**src/common/irq_ctrl_defines.svh**
```systemverilog
// register offsets, bit positions, reset values and timing constants of the interrupt block
`ifndef IRQ_CTRL_DEFINES_SVH
`define IRQ_CTRL_DEFINES_SVH
// register indices; printed offsets are not all multiples of four, byte address is 4x
`define IDX_CONTROL_MAIN 8'h0b
`define IDX_PERIPH_FLAGS 8'h0c
`define IDX_PERIPH_ENABLES 8'h8c
`define IDX_OPTION 8'h81
`define IDX_CHANGE_SELECT 8'h96
`define IDX_CORE_STATUS 8'h90
// main control register bits
`define BIT_GLOBAL_EN 7
`define BIT_PERIPH_EN 6
`define BIT_TIMER0_EN 5
`define BIT_EXT_EN 4
`define BIT_CHANGE_EN 3
`define BIT_TIMER0_FLAG 2
`define BIT_EXT_FLAG 1
`define BIT_CHANGE_FLAG 0
// option register edge select bit
`define BIT_EDGE_SELECT 6
// peripheral flag/enable implemented bits (bit 1 unimplemented)
`define PERIPH_IMPL_MASK 8'hfd
`define RESET_BYTE 8'h00
`define OPTION_RESET 8'hff
`define VECTOR_ADDR 13'h0004
// four sub-cycles per instruction cycle
`define QUARTER_NS 8
`define CLK_PERIOD_NS 8
`define QUARTER_CYCLES ((`QUARTER_NS + `CLK_PERIOD_NS - 1) / `CLK_PERIOD_NS)
`define DUMMY_CYCLES 2'h2
`endif

```
**src/common/irq_ctrl_pkg.sv**
```systemverilog
// types of the interrupt block
`default_nettype none
package irq_ctrl_pkg;
  typedef enum logic [1:0] {q1, q2, q3, q4} subcycle_t;
  typedef enum logic [1:0] {run, sleeping, dummy} core_state_t;
endpackage : irq_ctrl_pkg
`default_nettype wire

```
**src/common/phase_if.sv**
```systemverilog
// sub-cycle phase strobes shared between phase generator and controller
`default_nettype none
interface phase_if;
  logic q1_en;
  logic q2_en;
  logic q4_en;
  modport gen (output q1_en, output q2_en, output q4_en);
  modport use_ (input q1_en, input q2_en, input q4_en);
endinterface : phase_if
`default_nettype wire

```
**src/design/irq_ctrl.sv**
```systemverilog
// interrupt controller of a small microcontroller core, registers over apb
// Operation
// - global enable bit 7 passes unmasked requests; clear blocks all
// - global enable clears on every reset
// - each source has its own enable bit
// - return-from-interrupt sets global enable again
// - taking interrupt clears global enable, stacks return address, vectors 0004h
// - external event to vector latency three or four instruction cycles
// - flags set by events regardless of any enable
// - clearing global enable defers pending requests until it is set again
// - external pin edge: rising when option bit 6 set, else falling
// - valid edge sets flag bit 1, gated by enable bit 4
// - external pin wakes from sleep if enabled; global enable decides vectoring
// - timer rollover sets flag bit 2, gated by enable bit 5
// - selected port pin change sets flag bit 0, gated by bit 3
// - change coinciding with Q2 port read may be lost
// - peripheral flags bits 7..0 with enables in same positions, bit 1 unused
// - external flag set during Q4-Q1, sampled once per cycle at Q1; here it is set on whichever sub-cycle the edge is seen
// - only return pc is stacked; software saves other context
// - enabled flag during sleep wakes regardless of global enable
// - enabled pending flag wakes immediately after sleep instruction completes
`include "irq_ctrl_defines.svh"
`default_nettype none
module irq_ctrl (
  // clock and reset
  input wire logic core_clk,
  input wire logic rst_n,
  // apb slave
  input wire logic psel,
  input wire logic penable,
  input wire logic pwrite,
  input wire logic [11:0] paddr,
  input wire logic [31:0] pwdata,
  output logic [31:0] prdata,
  output logic pready,
  output logic pslverr,
  // event sources
  input wire logic external_irq_pin,
  input wire logic [5:0] port_pins,
  input wire logic timer0_rollover,
  input wire logic [7:0] periph_events,
  // core sequencer
  input wire logic sleep_instr,
  input wire logic return_from_irq_instr,
  input wire logic global_clear_instr,
  input wire logic [12:0] return_pc,
  output logic irq_take,
  output logic [12:0] vector_pc,
  output logic push_stack,
  output logic [12:0] stack_data,
  output logic dummy_cycle,
  output logic wake_up,
  output logic in_sleep
);
  phase_if ph ();
  phase_gen u_phase (
    .core_clk(core_clk),
    .rst_n(rst_n),
    .ph(ph.gen)
  );

  logic [7:0] irq_control_main_q;
  logic [7:0] peripheral_irq_flags_q;
  logic [7:0] peripheral_irq_enables_q;
  logic [7:0] option_q;
  logic [5:0] per_pin_change_select_q;
  logic ext_s1_q, ext_s2_q, ext_prev_q;
  logic [5:0] port_s1_q, port_s2_q, port_latch_q;
  logic ext_flag_sampled_q;
  logic [1:0] dummy_cnt_q;
  irq_ctrl_pkg::core_state_t state_q;

  // pins pass two flops before any logic
  always_ff @(posedge core_clk or negedge rst_n) begin
    if (!rst_n) begin
      ext_s1_q <= 1'b0;
      ext_s2_q <= 1'b0;
      ext_prev_q <= 1'b0;
      port_s1_q <= 6'h00;
      port_s2_q <= 6'h00;
    end else begin
      ext_s1_q <= external_irq_pin;
      ext_s2_q <= ext_s1_q;
      ext_prev_q <= ext_s2_q;
      port_s1_q <= port_pins;
      port_s2_q <= port_s1_q;
    end
  end

  // edge and change detection
  wire edge_sel = option_q[`BIT_EDGE_SELECT];
  wire ext_edge = edge_sel ? (ext_s2_q & ~ext_prev_q) : (~ext_s2_q & ext_prev_q);
  // port compares against value latched by the q2 read; a change in that cycle is missed
  wire [5:0] port_diff = (port_s2_q ^ port_latch_q) & per_pin_change_select_q;
  wire port_change = (|port_diff) && !ph.q2_en;

  // apb decode; index = byte address / 4
  wire [9:0] reg_idx = paddr[11:2];
  wire acc = psel && penable;
  // a write lands only at the edge where the master sees pready, so a flag
  // set in the wait state is not overwritten by a second copy of the write
  wire wr = acc && pwrite && pready;
  wire hit_main = reg_idx == 10'(`IDX_CONTROL_MAIN);
  wire hit_pflag = reg_idx == 10'(`IDX_PERIPH_FLAGS);
  wire hit_pen = reg_idx == 10'(`IDX_PERIPH_ENABLES);
  wire hit_opt = reg_idx == 10'(`IDX_OPTION);
  wire hit_sel = reg_idx == 10'(`IDX_CHANGE_SELECT);
  wire hit_stat = reg_idx == 10'(`IDX_CORE_STATUS);
  wire mapped = hit_main | hit_pflag | hit_pen | hit_opt | hit_sel | hit_stat;
  wire [7:0] wbyte = pwdata[7:0];

  // request gating
  wire [7:0] periph_pending = peripheral_irq_flags_q & peripheral_irq_enables_q
                              & `PERIPH_IMPL_MASK;
  wire periph_req = irq_control_main_q[`BIT_PERIPH_EN] && (|periph_pending);
  wire timer_req = irq_control_main_q[`BIT_TIMER0_EN]
                   && irq_control_main_q[`BIT_TIMER0_FLAG];
  wire change_req = irq_control_main_q[`BIT_CHANGE_EN]
                    && irq_control_main_q[`BIT_CHANGE_FLAG];
  // the flag is looked at through take, which fires at q1, and the wake and sleep checks; a stale sampled
  // copy would vector on a flag that software has already cleared
  wire ext_req = irq_control_main_q[`BIT_EXT_EN]
                 && irq_control_main_q[`BIT_EXT_FLAG];
  wire any_enabled = periph_req | timer_req | change_req | ext_req;
  wire global_en = irq_control_main_q[`BIT_GLOBAL_EN];
  // taken at q1 only; a clearing instruction in the same cycle defers it
  wire take = ph.q1_en && (state_q == irq_ctrl_pkg::run) && global_en && any_enabled
              && !global_clear_instr;
  wire wake = (state_q == irq_ctrl_pkg::sleeping) && any_enabled;

  // main control: hardware set wins over software clear
  wire [7:0] hw_set_main = {5'h00, timer0_rollover, ext_edge, port_change};
  logic [7:0] main_d;
  always_comb begin
    main_d = irq_control_main_q;
    if (wr && hit_main) main_d = wbyte;
    main_d = main_d | hw_set_main;
    if (take || global_clear_instr) main_d[`BIT_GLOBAL_EN] = 1'b0;
    if (return_from_irq_instr) main_d[`BIT_GLOBAL_EN] = 1'b1;
  end
  wire [7:0] pflag_d = (((wr && hit_pflag) ? wbyte : peripheral_irq_flags_q) | periph_events)
                       & `PERIPH_IMPL_MASK;

  // register file
  always_ff @(posedge core_clk or negedge rst_n) begin
    if (!rst_n) begin
      irq_control_main_q <= `RESET_BYTE;
      peripheral_irq_flags_q <= `RESET_BYTE;
      peripheral_irq_enables_q <= `RESET_BYTE;
      option_q <= `OPTION_RESET;
      per_pin_change_select_q <= 6'h00;
    end else begin
      irq_control_main_q <= main_d;
      peripheral_irq_flags_q <= pflag_d;
      if (wr && hit_pen) peripheral_irq_enables_q <= wbyte & `PERIPH_IMPL_MASK;
      if (wr && hit_opt) option_q <= wbyte;
      if (wr && hit_sel) per_pin_change_select_q <= wbyte[5:0];
    end
  end

  // port read latch at q2, external flag sampled at q1
  always_ff @(posedge core_clk or negedge rst_n) begin
    if (!rst_n) begin
      port_latch_q <= 6'h00;
      ext_flag_sampled_q <= 1'b0;
    end else begin
      if (ph.q2_en) port_latch_q <= port_s2_q;
      if (ph.q1_en) ext_flag_sampled_q <= irq_control_main_q[`BIT_EXT_FLAG];
    end
  end

  // core sequencer handshake
  always_ff @(posedge core_clk or negedge rst_n) begin
    if (!rst_n) begin
      state_q <= irq_ctrl_pkg::run;
      dummy_cnt_q <= 2'h0;
      irq_take <= 1'b0;
      push_stack <= 1'b0;
      stack_data <= 13'h0000;
      vector_pc <= 13'h0000;
      dummy_cycle <= 1'b0;
      wake_up <= 1'b0;
      in_sleep <= 1'b0;
    end else begin
      irq_take <= take;
      push_stack <= take;
      wake_up <= 1'b0;
      if (take) begin
        stack_data <= return_pc;
        vector_pc <= `VECTOR_ADDR;
      end
      case (state_q)
        irq_ctrl_pkg::run: begin
          // sleep instruction completes, then wakes at once if something is pending
          if (take) begin
            state_q <= irq_ctrl_pkg::dummy;
            dummy_cnt_q <= 2'h0;
            dummy_cycle <= 1'b1;
          end else if (sleep_instr && !any_enabled) begin
            state_q <= irq_ctrl_pkg::sleeping;
            in_sleep <= 1'b1;
          end else if (sleep_instr) begin
            wake_up <= 1'b1;
          end
        end
        irq_ctrl_pkg::sleeping: begin
          if (wake) begin
            state_q <= irq_ctrl_pkg::run;
            in_sleep <= 1'b0;
            wake_up <= 1'b1;
          end
        end
        irq_ctrl_pkg::dummy: begin
          // dummy cycles counted in instruction cycles
          if (ph.q1_en) begin
            if (dummy_cnt_q == `DUMMY_CYCLES - 2'h1) begin
              state_q <= irq_ctrl_pkg::run;
              dummy_cycle <= 1'b0;
            end
            dummy_cnt_q <= dummy_cnt_q + 2'h1;
          end
        end
        default: state_q <= irq_ctrl_pkg::run;
      endcase
    end
  end

  // apb read mux, one wait state; unmapped reads zero with error
  wire [7:0] rd_byte = hit_main ? irq_control_main_q :
                       hit_pflag ? peripheral_irq_flags_q :
                       hit_pen ? peripheral_irq_enables_q :
                       hit_opt ? option_q :
                       hit_sel ? {2'h0, per_pin_change_select_q} :
                       hit_stat ? {5'h00, dummy_cycle, in_sleep, ext_flag_sampled_q} : 8'h00;
  always_ff @(posedge core_clk or negedge rst_n) begin
    if (!rst_n) begin
      prdata <= 32'h0000_0000;
      pready <= 1'b0;
      pslverr <= 1'b0;
    end else begin
      // registered answer: one wait state, ready on the second access cycle
      pready <= psel && penable && !pready;
      pslverr <= psel && penable && !pready && !mapped;
      prdata <= {24'h000000, rd_byte};
    end
  end
endmodule : irq_ctrl
`default_nettype wire

```
**src/design/phase_gen.sv**
```systemverilog
// four-phase sub-cycle enable generator
`include "irq_ctrl_defines.svh"
`default_nettype none
module phase_gen (
  // clock and reset
  input wire logic core_clk,
  input wire logic rst_n,
  // phase strobes
  phase_if.gen ph
);
  logic [7:0] div_q;
  irq_ctrl_pkg::subcycle_t q_q;
  wire step = (div_q == 8'(`QUARTER_CYCLES - 1));
  // quarter divider, then phase rotation
  always_ff @(posedge core_clk or negedge rst_n) begin
    if (!rst_n) begin
      div_q <= 8'h00;
      q_q <= irq_ctrl_pkg::q1;
    end else begin
      div_q <= step ? 8'h00 : div_q + 8'h01;
      if (step) q_q <= irq_ctrl_pkg::subcycle_t'(q_q + 2'h1);
    end
  end
  assign ph.q1_en = step && (q_q == irq_ctrl_pkg::q1);
  assign ph.q2_en = step && (q_q == irq_ctrl_pkg::q2);
  assign ph.q4_en = step && (q_q == irq_ctrl_pkg::q4);
endmodule : phase_gen
`default_nettype wire

```
**config.mk**
```make
export PLATFORM = sky130hd
export DESIGN_NAME = irq_ctrl
export DESIGN_NICKNAME = d
export VERILOG_FILES = /design/src/common/irq_ctrl_pkg.sv /design/src/common/phase_if.sv /design/src/design/irq_ctrl.sv /design/src/design/phase_gen.sv
export VERILOG_INCLUDE_DIRS = /design/src /design/src/common
export SDC_FILE = /design/constraint.sdc
export NUM_CORES = 1
export LEC_CHECK = 0
export ABC_AREA = 0
export BUFFER_PORTS_ARGS = -buffer_cell sky130_fd_sc_hd__buf_4
export CAP_MARGIN = 20
export CORE_AREA = 2 2 128 130
export CTS_CLUSTER_SIZE = 10
export DETAILED_ROUTE_END_ITERATION = 8
export DIE_AREA = 0 0 130 132
export GPL_ROUTABILITY_DRIVEN = 0
export SLEW_MARGIN = 20
export SYNTH_ARGS = -nofsm -noshare
export SYNTH_HDL_FRONTEND = slang
export SYNTH_HIERARCHICAL = 1
export SYNTH_SLANG_ARGS = --single-unit
```
**constraint.sdc**
```tcl
create_clock -name core_clk -period 2.64 [get_ports core_clk]
set_input_delay 0.132 -clock core_clk [delete_from_list [all_inputs] [get_ports core_clk]]
set_output_delay 0.132 -clock core_clk [all_outputs]
set_load 0.03 [all_outputs]
```
==> run_results.csv, run 1 <==
group,metric,value,unit
synth,mappedNetlistArea,4611,sq um
run,drv_cap,0,
clocking,cts_buffer_depth,2,
place,port_buffers,82,
routing,wl_per_cell,14.67,um
setup_path,endpoint_kind,"register",
finish,finalNetCount,564,
clocking,clkTransAtPathRegs,70,ps
power,leakage,0.002660,uW
floorplan,dieHeight,132,um
clocking,cts.repair.resized,0,
routing,drt-total-wl,10250,um
setup_path,crit_family,"simple AND/OR/NAND/NOR gates",
global_route,first_global_vias,3274,
setup_path,crit_arrival,2480,ps
power,p_seq_share,48.8,%
setup_path,slowest_delay,410,ps
finish,syn_to_final_growth,25.81,%
sta,fin_ws,395.5,ps
setup_path,slowest_stage,"dfrtp_1",
routing,via_per_inst,4.516,
power,pwr-share-clk,42.9,%
routing,route.detailed.drc,0,
setup_path,crit_type,"register to register",
setup_path,worstPathCellList,"nor4_1 -> and3_1 -> and2_1 -> nand2b_1 -> nor3b_1 -> a21boi_2 -> buf_4 -> mux2_2",
routing,drtIter0Drc,179,
sta,worst_pin_slew,719.3,ps
sta,fin_skew,9.876,ps
min_path,hold_path_depth,2,
sta,post-route-period-util,85.02,%
setup_path,cp-start-kind,"register",
synth,synth.yosys.warnings,6,
routing,ant_nets,0,
sta,rsz0062_at_grt,"false",
power,netSwitchingFraction,24.40,%
power,internal-power,2434,uW
routing,dr_wl_met3,820,um
global_route,grt_overflow,0,
routing,met1Wirelength,4559,um
power,comb_power_share,8.4,%
synth,post_synth.cell_area_avg,12.23,sq um
setup_path,r2r_cells,8,
min_path,hold_class,"input pin to register",
setup_path,rr_startpoint,"u_phase/div_q[6]",
sta,slew_headroom,52.04,%
setup_path,worstPathRequired,2880,ps
global_route,grt_max_degree,57,
sta,finalSetupViolations,0,
synth,synthCells,377,
setup_path,reg2reg_to,"stack_data[0]",
global_route,track_usage,12.34,%
power,ir_drop,0.0003178,V
place,dp_slack,418.5,ps
clocking,clock_sinks,100,
sta,setup-tns-final,0,ps
place,dpl.hpwl,7772,um
clocking,clkLatencyLatePin,350,ps
setup_path,ff2ff_setup_slack,400,ps
setup_path,crit_end,"stack_data[0]",
setup_path,crit_cells,8,
floorplan,design.portCount,146,
routing,drt_first_pass_iters,6,
setup_path,worstPathMaxFanout,18,
routing,top_layer_used,"met4",
floorplan,fp.dieW,130,um
finish,drive_gt1_share,35.61,%
floorplan,dieArea,17160,sq um
floorplan,core,15710,sq um
sta,post-route-min-period,2244,ps
global_route,grt_pass1_wl,16620,um
finish,num-fill-cells,1524,
setup_path,crit_path_start,"u_phase/div_q[6]",
outcome,status,"completed",
clocking,cts_max_level,3,
clocking,cts_tree,"done",
floorplan,start_util,29.34,%
clocking,cts_buffers,9,
finish,insertedDiodeCount,0,
routing,dr_wl_met2,4722,um
floorplan,num_rows,46,
clocking,cts-root-buf,"clkbuf_16",
global_route,antenna_found_initial,0,
power,power.switching,785.7,uW
setup_path,cp.buffers_inverters,1,
sta,drv_slew,0,
sta,fmax,445.5,MHz
sta,hold_viol_final,0,
routing,via_count,3157,
power,p_per_area,555.1,nW/um^2
-- power groups by stage --
stage               combinational [uW]  sequential [uW]  clock [uW]
floorplan                          161             1600           0
global placement                   252             1600           0
detailed placement                 256             1600           0
CTS                                271             1570        1420
global route                       296             1570        1490
finish                             269             1570        1380
-- worst min path at each step --
stage	start	to	slack (ps)
finish	return_pc[4]	stack_data[4]	10
global placement	rst_n	stack_data[9]	230
CTS	return_pc[2]	stack_data[2]	0.7
floorplan	rst_n	dummy_cnt_q[0]	-160
detailed placement	external_irq_pin	ext_s1_q	240
global route	return_pc[2]	stack_data[2]	4
-- area by class of cell --
| cell class | count | area [sq um] | share of cell area [%] |
|---|---|---|---|
| Clock buffer | 10 | 239.0 | 4.120 |
| Clock inverter | 6 | 77.57 | 1.337 |
| Inverter | 10 | 37.54 | 0.6471 |
| Multi-Input combinational cell | 257 | 1868 | 32.20 |
| Sequential cell | 100 | 2512 | 43.31 |
| Tap cell | 216 | 270.3 | 4.659 |
| Timing Repair Buffer | 100 | 795.8 | 13.72 |
-- layout by cell type (no fill, tap or decap), drive strengths merged, types with 7 or more instances in the layout --
master / instances
buf: 87
a22oi: 13
nor2: 30
nand2: 19
inv: 13
mux2: 49
conb: 36
xnor2: 7
nand3: 12
o21ai: 7
clkbuf: 10
dfrtp: 92
dlygate4sd3: 13
dfstp: 8
mux2i: 11
-- metal layers --
metal / up-vias / track usage [%]
met5: - / 0
met4: 0 / 3.763
met3: 15 / 4.586
met2: 136 / 19.11
met1: 1535 / 16.04
li1: 1471 / -
-- state kept, by name, indices dropped and copies added, names as in the netlist, 2 cells and up --
| register | flops |
|---|---|
| stack_data | 13 |
| irq_control_main_q | 8 |
| option_q | 8 |
| prdata | 8 |
| u_phase/div_q | 8 |
| peripheral_irq_enables_q | 7 |
| peripheral_irq_flags_q | 7 |
| per_pin_change_select_q | 6 |
| port_latch_q | 6 |
| port_s1_q | 6 |
| port_s2_q | 6 |
| dummy_cnt_q | 2 |
| state_q | 2 |
| u_phase/q_q | 2 |
-- worst reg2reg max path: cells and delay by family (launching register included) --
family	cells	cell delay, ps
simple gates	5	900
flops	1	410
mux	1	370
buf+inv	1	250
compound gates	1	180
-- through the flow --
stage                     cell area (sq um)  instances  power, uW  util [%]  hold WS (ps)
after global routing                   5801        699       3355     36.92         3.811
after global placement                 5354        670       1851     34.07         226.8
after floorplan                        4742        412       1763         -        -163.6
after detailed placement               5354        670       1856     34.07         242.6
after CTS                              5791        698       3262     36.85        0.7035
final                                  5801        699       3220     36.92         12.65
-- repair_timing --
item                                    CTS  global route
endpoints found under the hold margin    66             1
setup buffers                             0             0
hold buffers                             12             1
endpoints found under the setup margin    0             0
No activity file was read; power rests on OpenSTA's default activity.
==> inputs of run 2 (changes only) <==
- CORE_AREA: 2 2 128 130 -> 2 2 129 131
- DIE_AREA: 0 0 130 132 -> 0 0 131 133
- SYNTH_HIERARCHICAL: 1 -> unset
==> run_results.csv, run 2 <==
group,metric,value,unit
sta,fmax,436.1,MHz
setup_path,crit_arrival,2520,ps
min_path,hold_path_depth,2,
setup_path,ff2ff_setup_slack,350,ps
setup_path,r2r_cells,7,
synth,synthCells,383,
routing,via_per_inst,4.604,
setup_path,slowest_delay,430,ps
floorplan,dieArea,17420,sq um
routing,via_count,3283,
setup_path,endpoint_kind,"register",
run,drv_cap,0,
synth,synth.most_common_cell,"dfrtp_1",
min_path,holdPathEnd,"stack_data[11]",
finish,drive_gt1_share,32.45,%
synth,synth-edff-count,0,
global_route,grt_overflow,0,
routing,drt_first_pass_iters,4,
setup_path,worstPathRequired,2870,ps
sta,hold_viol_final,0,
synth,synth_common_cells,"dfrtp_1 (92), buf_4 (37), mux2_2 (25)",
clocking,clkLatencyLatePin,340,ps
setup_path,slowest_stage,"dfrtp_1",
sta,fin_skew,8.636,ps
synth,async_reset_ff_share,100.0,%
power,p_per_area,531.8,nW/um^2
floorplan,start_util,29.40,%
global_route,track_usage,12.99,%
global_route,antenna_found_initial,0,
finish,num-fill-cells,1583,
clocking,cts_tree,"done",
global_route,first_global_vias,3347,
power,ir_drop,0.0003992,V
synth,synth_ff_type,"dfrtp_1",
synth,post_synth.cell_area_avg,12.41,sq um
finish,syn_to_final_growth,25.53,%
clocking,cts_buffer_depth,2,
min_path,hold_class,"input pin to register",
synth,synth_top_area_share,48.42,%
finish,mostFrequentLayoutCells,"dfrtp_1 (92), buf_4 (87), conb_1 (36)",
finish,finalNetCount,574,
routing,drt-total-wl,10910,um
sta,worst_pin_slew,694.7,ps
routing,top_layer_used,"met4",
setup_path,cp-start-kind,"register",
place,port_buffers,82,
finish,top_register,"stack_data",
clocking,clkTransAtPathRegs,60,ps
routing,met1Wirelength,4613,um
synth,synth_cell_types,63,
sta,holdWs,18.59,ps
finish,final_common_cell,"dfrtp_1",
routing,ant_nets,0,
routing,wl_per_cell,15.30,um
setup_path,rr_startpoint,"u_phase.div_q[0]",
finish,insertedDiodeCount,0,
place,dpl.hpwl,8080,um
sta,drv_slew,0,
sta,finalSetupViolations,0,
routing,drtIter0Drc,334,
synth,mappedNetlistArea,4755,sq um
routing,dr_wl_met2,5327,um
power,leakage,0.002742,uW
sta,slew_headroom,53.68,%
clocking,cts.repair.resized,0,
clocking,cts_max_level,3,
routing,dr_wl_met3,788,um
sta,rsz0062_at_grt,"false",
sta,setup-tns-final,0,ps
floorplan,dieHeight,133,um
finish,largest_register_ff_count,13,
global_route,grt_pass1_wl,17520,um
clocking,cts_buffers,9,
synth,synth_area_leader_cell,"dfrtp_1",
min_path,hp-start,"return_pc[11]",
routing,route.detailed.drc,0,
clocking,cts-root-buf,"clkbuf_16",
global_route,grt_max_degree,52,
floorplan,core,16170,sq um
floorplan,fp.dieW,131,um
clocking,clock_sinks,100,
setup_path,reg2reg_to,"stack_data[6]",
synth,ys_seq_area_share,52.84,%
synth,synth.yosys.warnings,0,
setup_path,worstPathCellList,"inv_1 -> ha_1 -> nor3b_2 -> nand4_2 -> a2111oi_4 -> buf_4 -> mux2_2",
outcome,status,"completed",
floorplan,design.portCount,146,
setup_path,crit_type,"register to register",
sta,post-route-min-period,2293,ps
synth,synth_seq_cells,100,
sta,post-route-period-util,86.85,%
setup_path,worstPathMaxFanout,17,
synth,synthTopCellsByArea,"dfrtp_1 (48%), mux2_2 (5.9%), buf_4 (5.8%)",
floorplan,num_rows,47,
## run 2: how the worst max path moves through the flow
| stage | start | to | slack (ps) | depth (start not counted) |
|---|---|---|---|---|
| floorplan | u_phase.div_q[0] | stack_data[10] | 430 | 7 |
| finish | u_phase.div_q[0] | stack_data[6] | 350 | 7 |
| global placement | u_phase.div_q[0] | stack_data[6] | 420 | 7 |
| detailed placement | u_phase.div_q[0] | stack_data[6] | 320 | 7 |
| global route | u_phase.div_q[0] | stack_data[6] | 150 | 7 |
| CTS | u_phase.div_q[0] | stack_data[6] | 300 | 7 |
## run 2: area by class of cell
cell class	count	area, sq um	share of cell area (%)
clock buffers	11	242.7	4.067
multi-input cells	261	2001	33.52
inverters	11	41.29	0.6918
clock inverters	5	52.55	0.8805
well taps	220	275.3	4.612
flip-flops and latches	100	2512	42.10
repair buffers	105	843.3	14.13
## run 2: metal layers
layer / up-vias / track usage (%)
met5: - / 0
met4: 0 / 3.487
met3: 16 / 4.408
met2: 126 / 20.84
met1: 1615 / 16.70
li1: 1526 / -
## run 2: critical path: cells and delay by family (launching register included)
kind / cells / cell delay [ps]
fa+ha+maj: 1 / 130
simple gates: 2 / 470
compound gates: 1 / 370
flops: 1 / 430
buf+inv: 2 / 400
mux: 1 / 370
## run 2: metrics by stage
stage | cell area [sq um] | worst slack (ps) | total power (uW) | instances | utilization [%]
3_5_place_dp | 5503 | 318.1 | 1870 | 680 | 34.03
5_1_grt | 5968 | 154.6 | 3312 | 713 | 36.91
4_1_cts | 5968 | 303.2 | 3229 | 713 | 36.91
3_3_place_gp | 5503 | 417.0 | 1866 | 680 | 34.03
2_1_floorplan | 4886 | 430.8 | 1772 | 418 | -
6_report | 5968 | 347.1 | 3174 | 713 | 36.91
## run 2: logic make-up after synthesis
family	Yosys count	share of synthesized area, %
flops	100	52.84
simple gates	97	13.32
compound gates	59	9.316
buf+inv	57	7.842
mux	51	12.89
xor+xnor	13	2.395
fa+ha+maj	5	1.316
other cells	1	0.07887
## run 2: what timing repair did
item                       CTS  global route
hold endpoints to repair    64             0
setup endpoints to repair    0             0
hold buffers                17             0
buffers inserted             0             0
## run 2: report_power, final
part / internal [uW] / switching [uW]
Clock: 756 / 560
Combinational: 106 / 179
Sequential: 1560 / 16.8
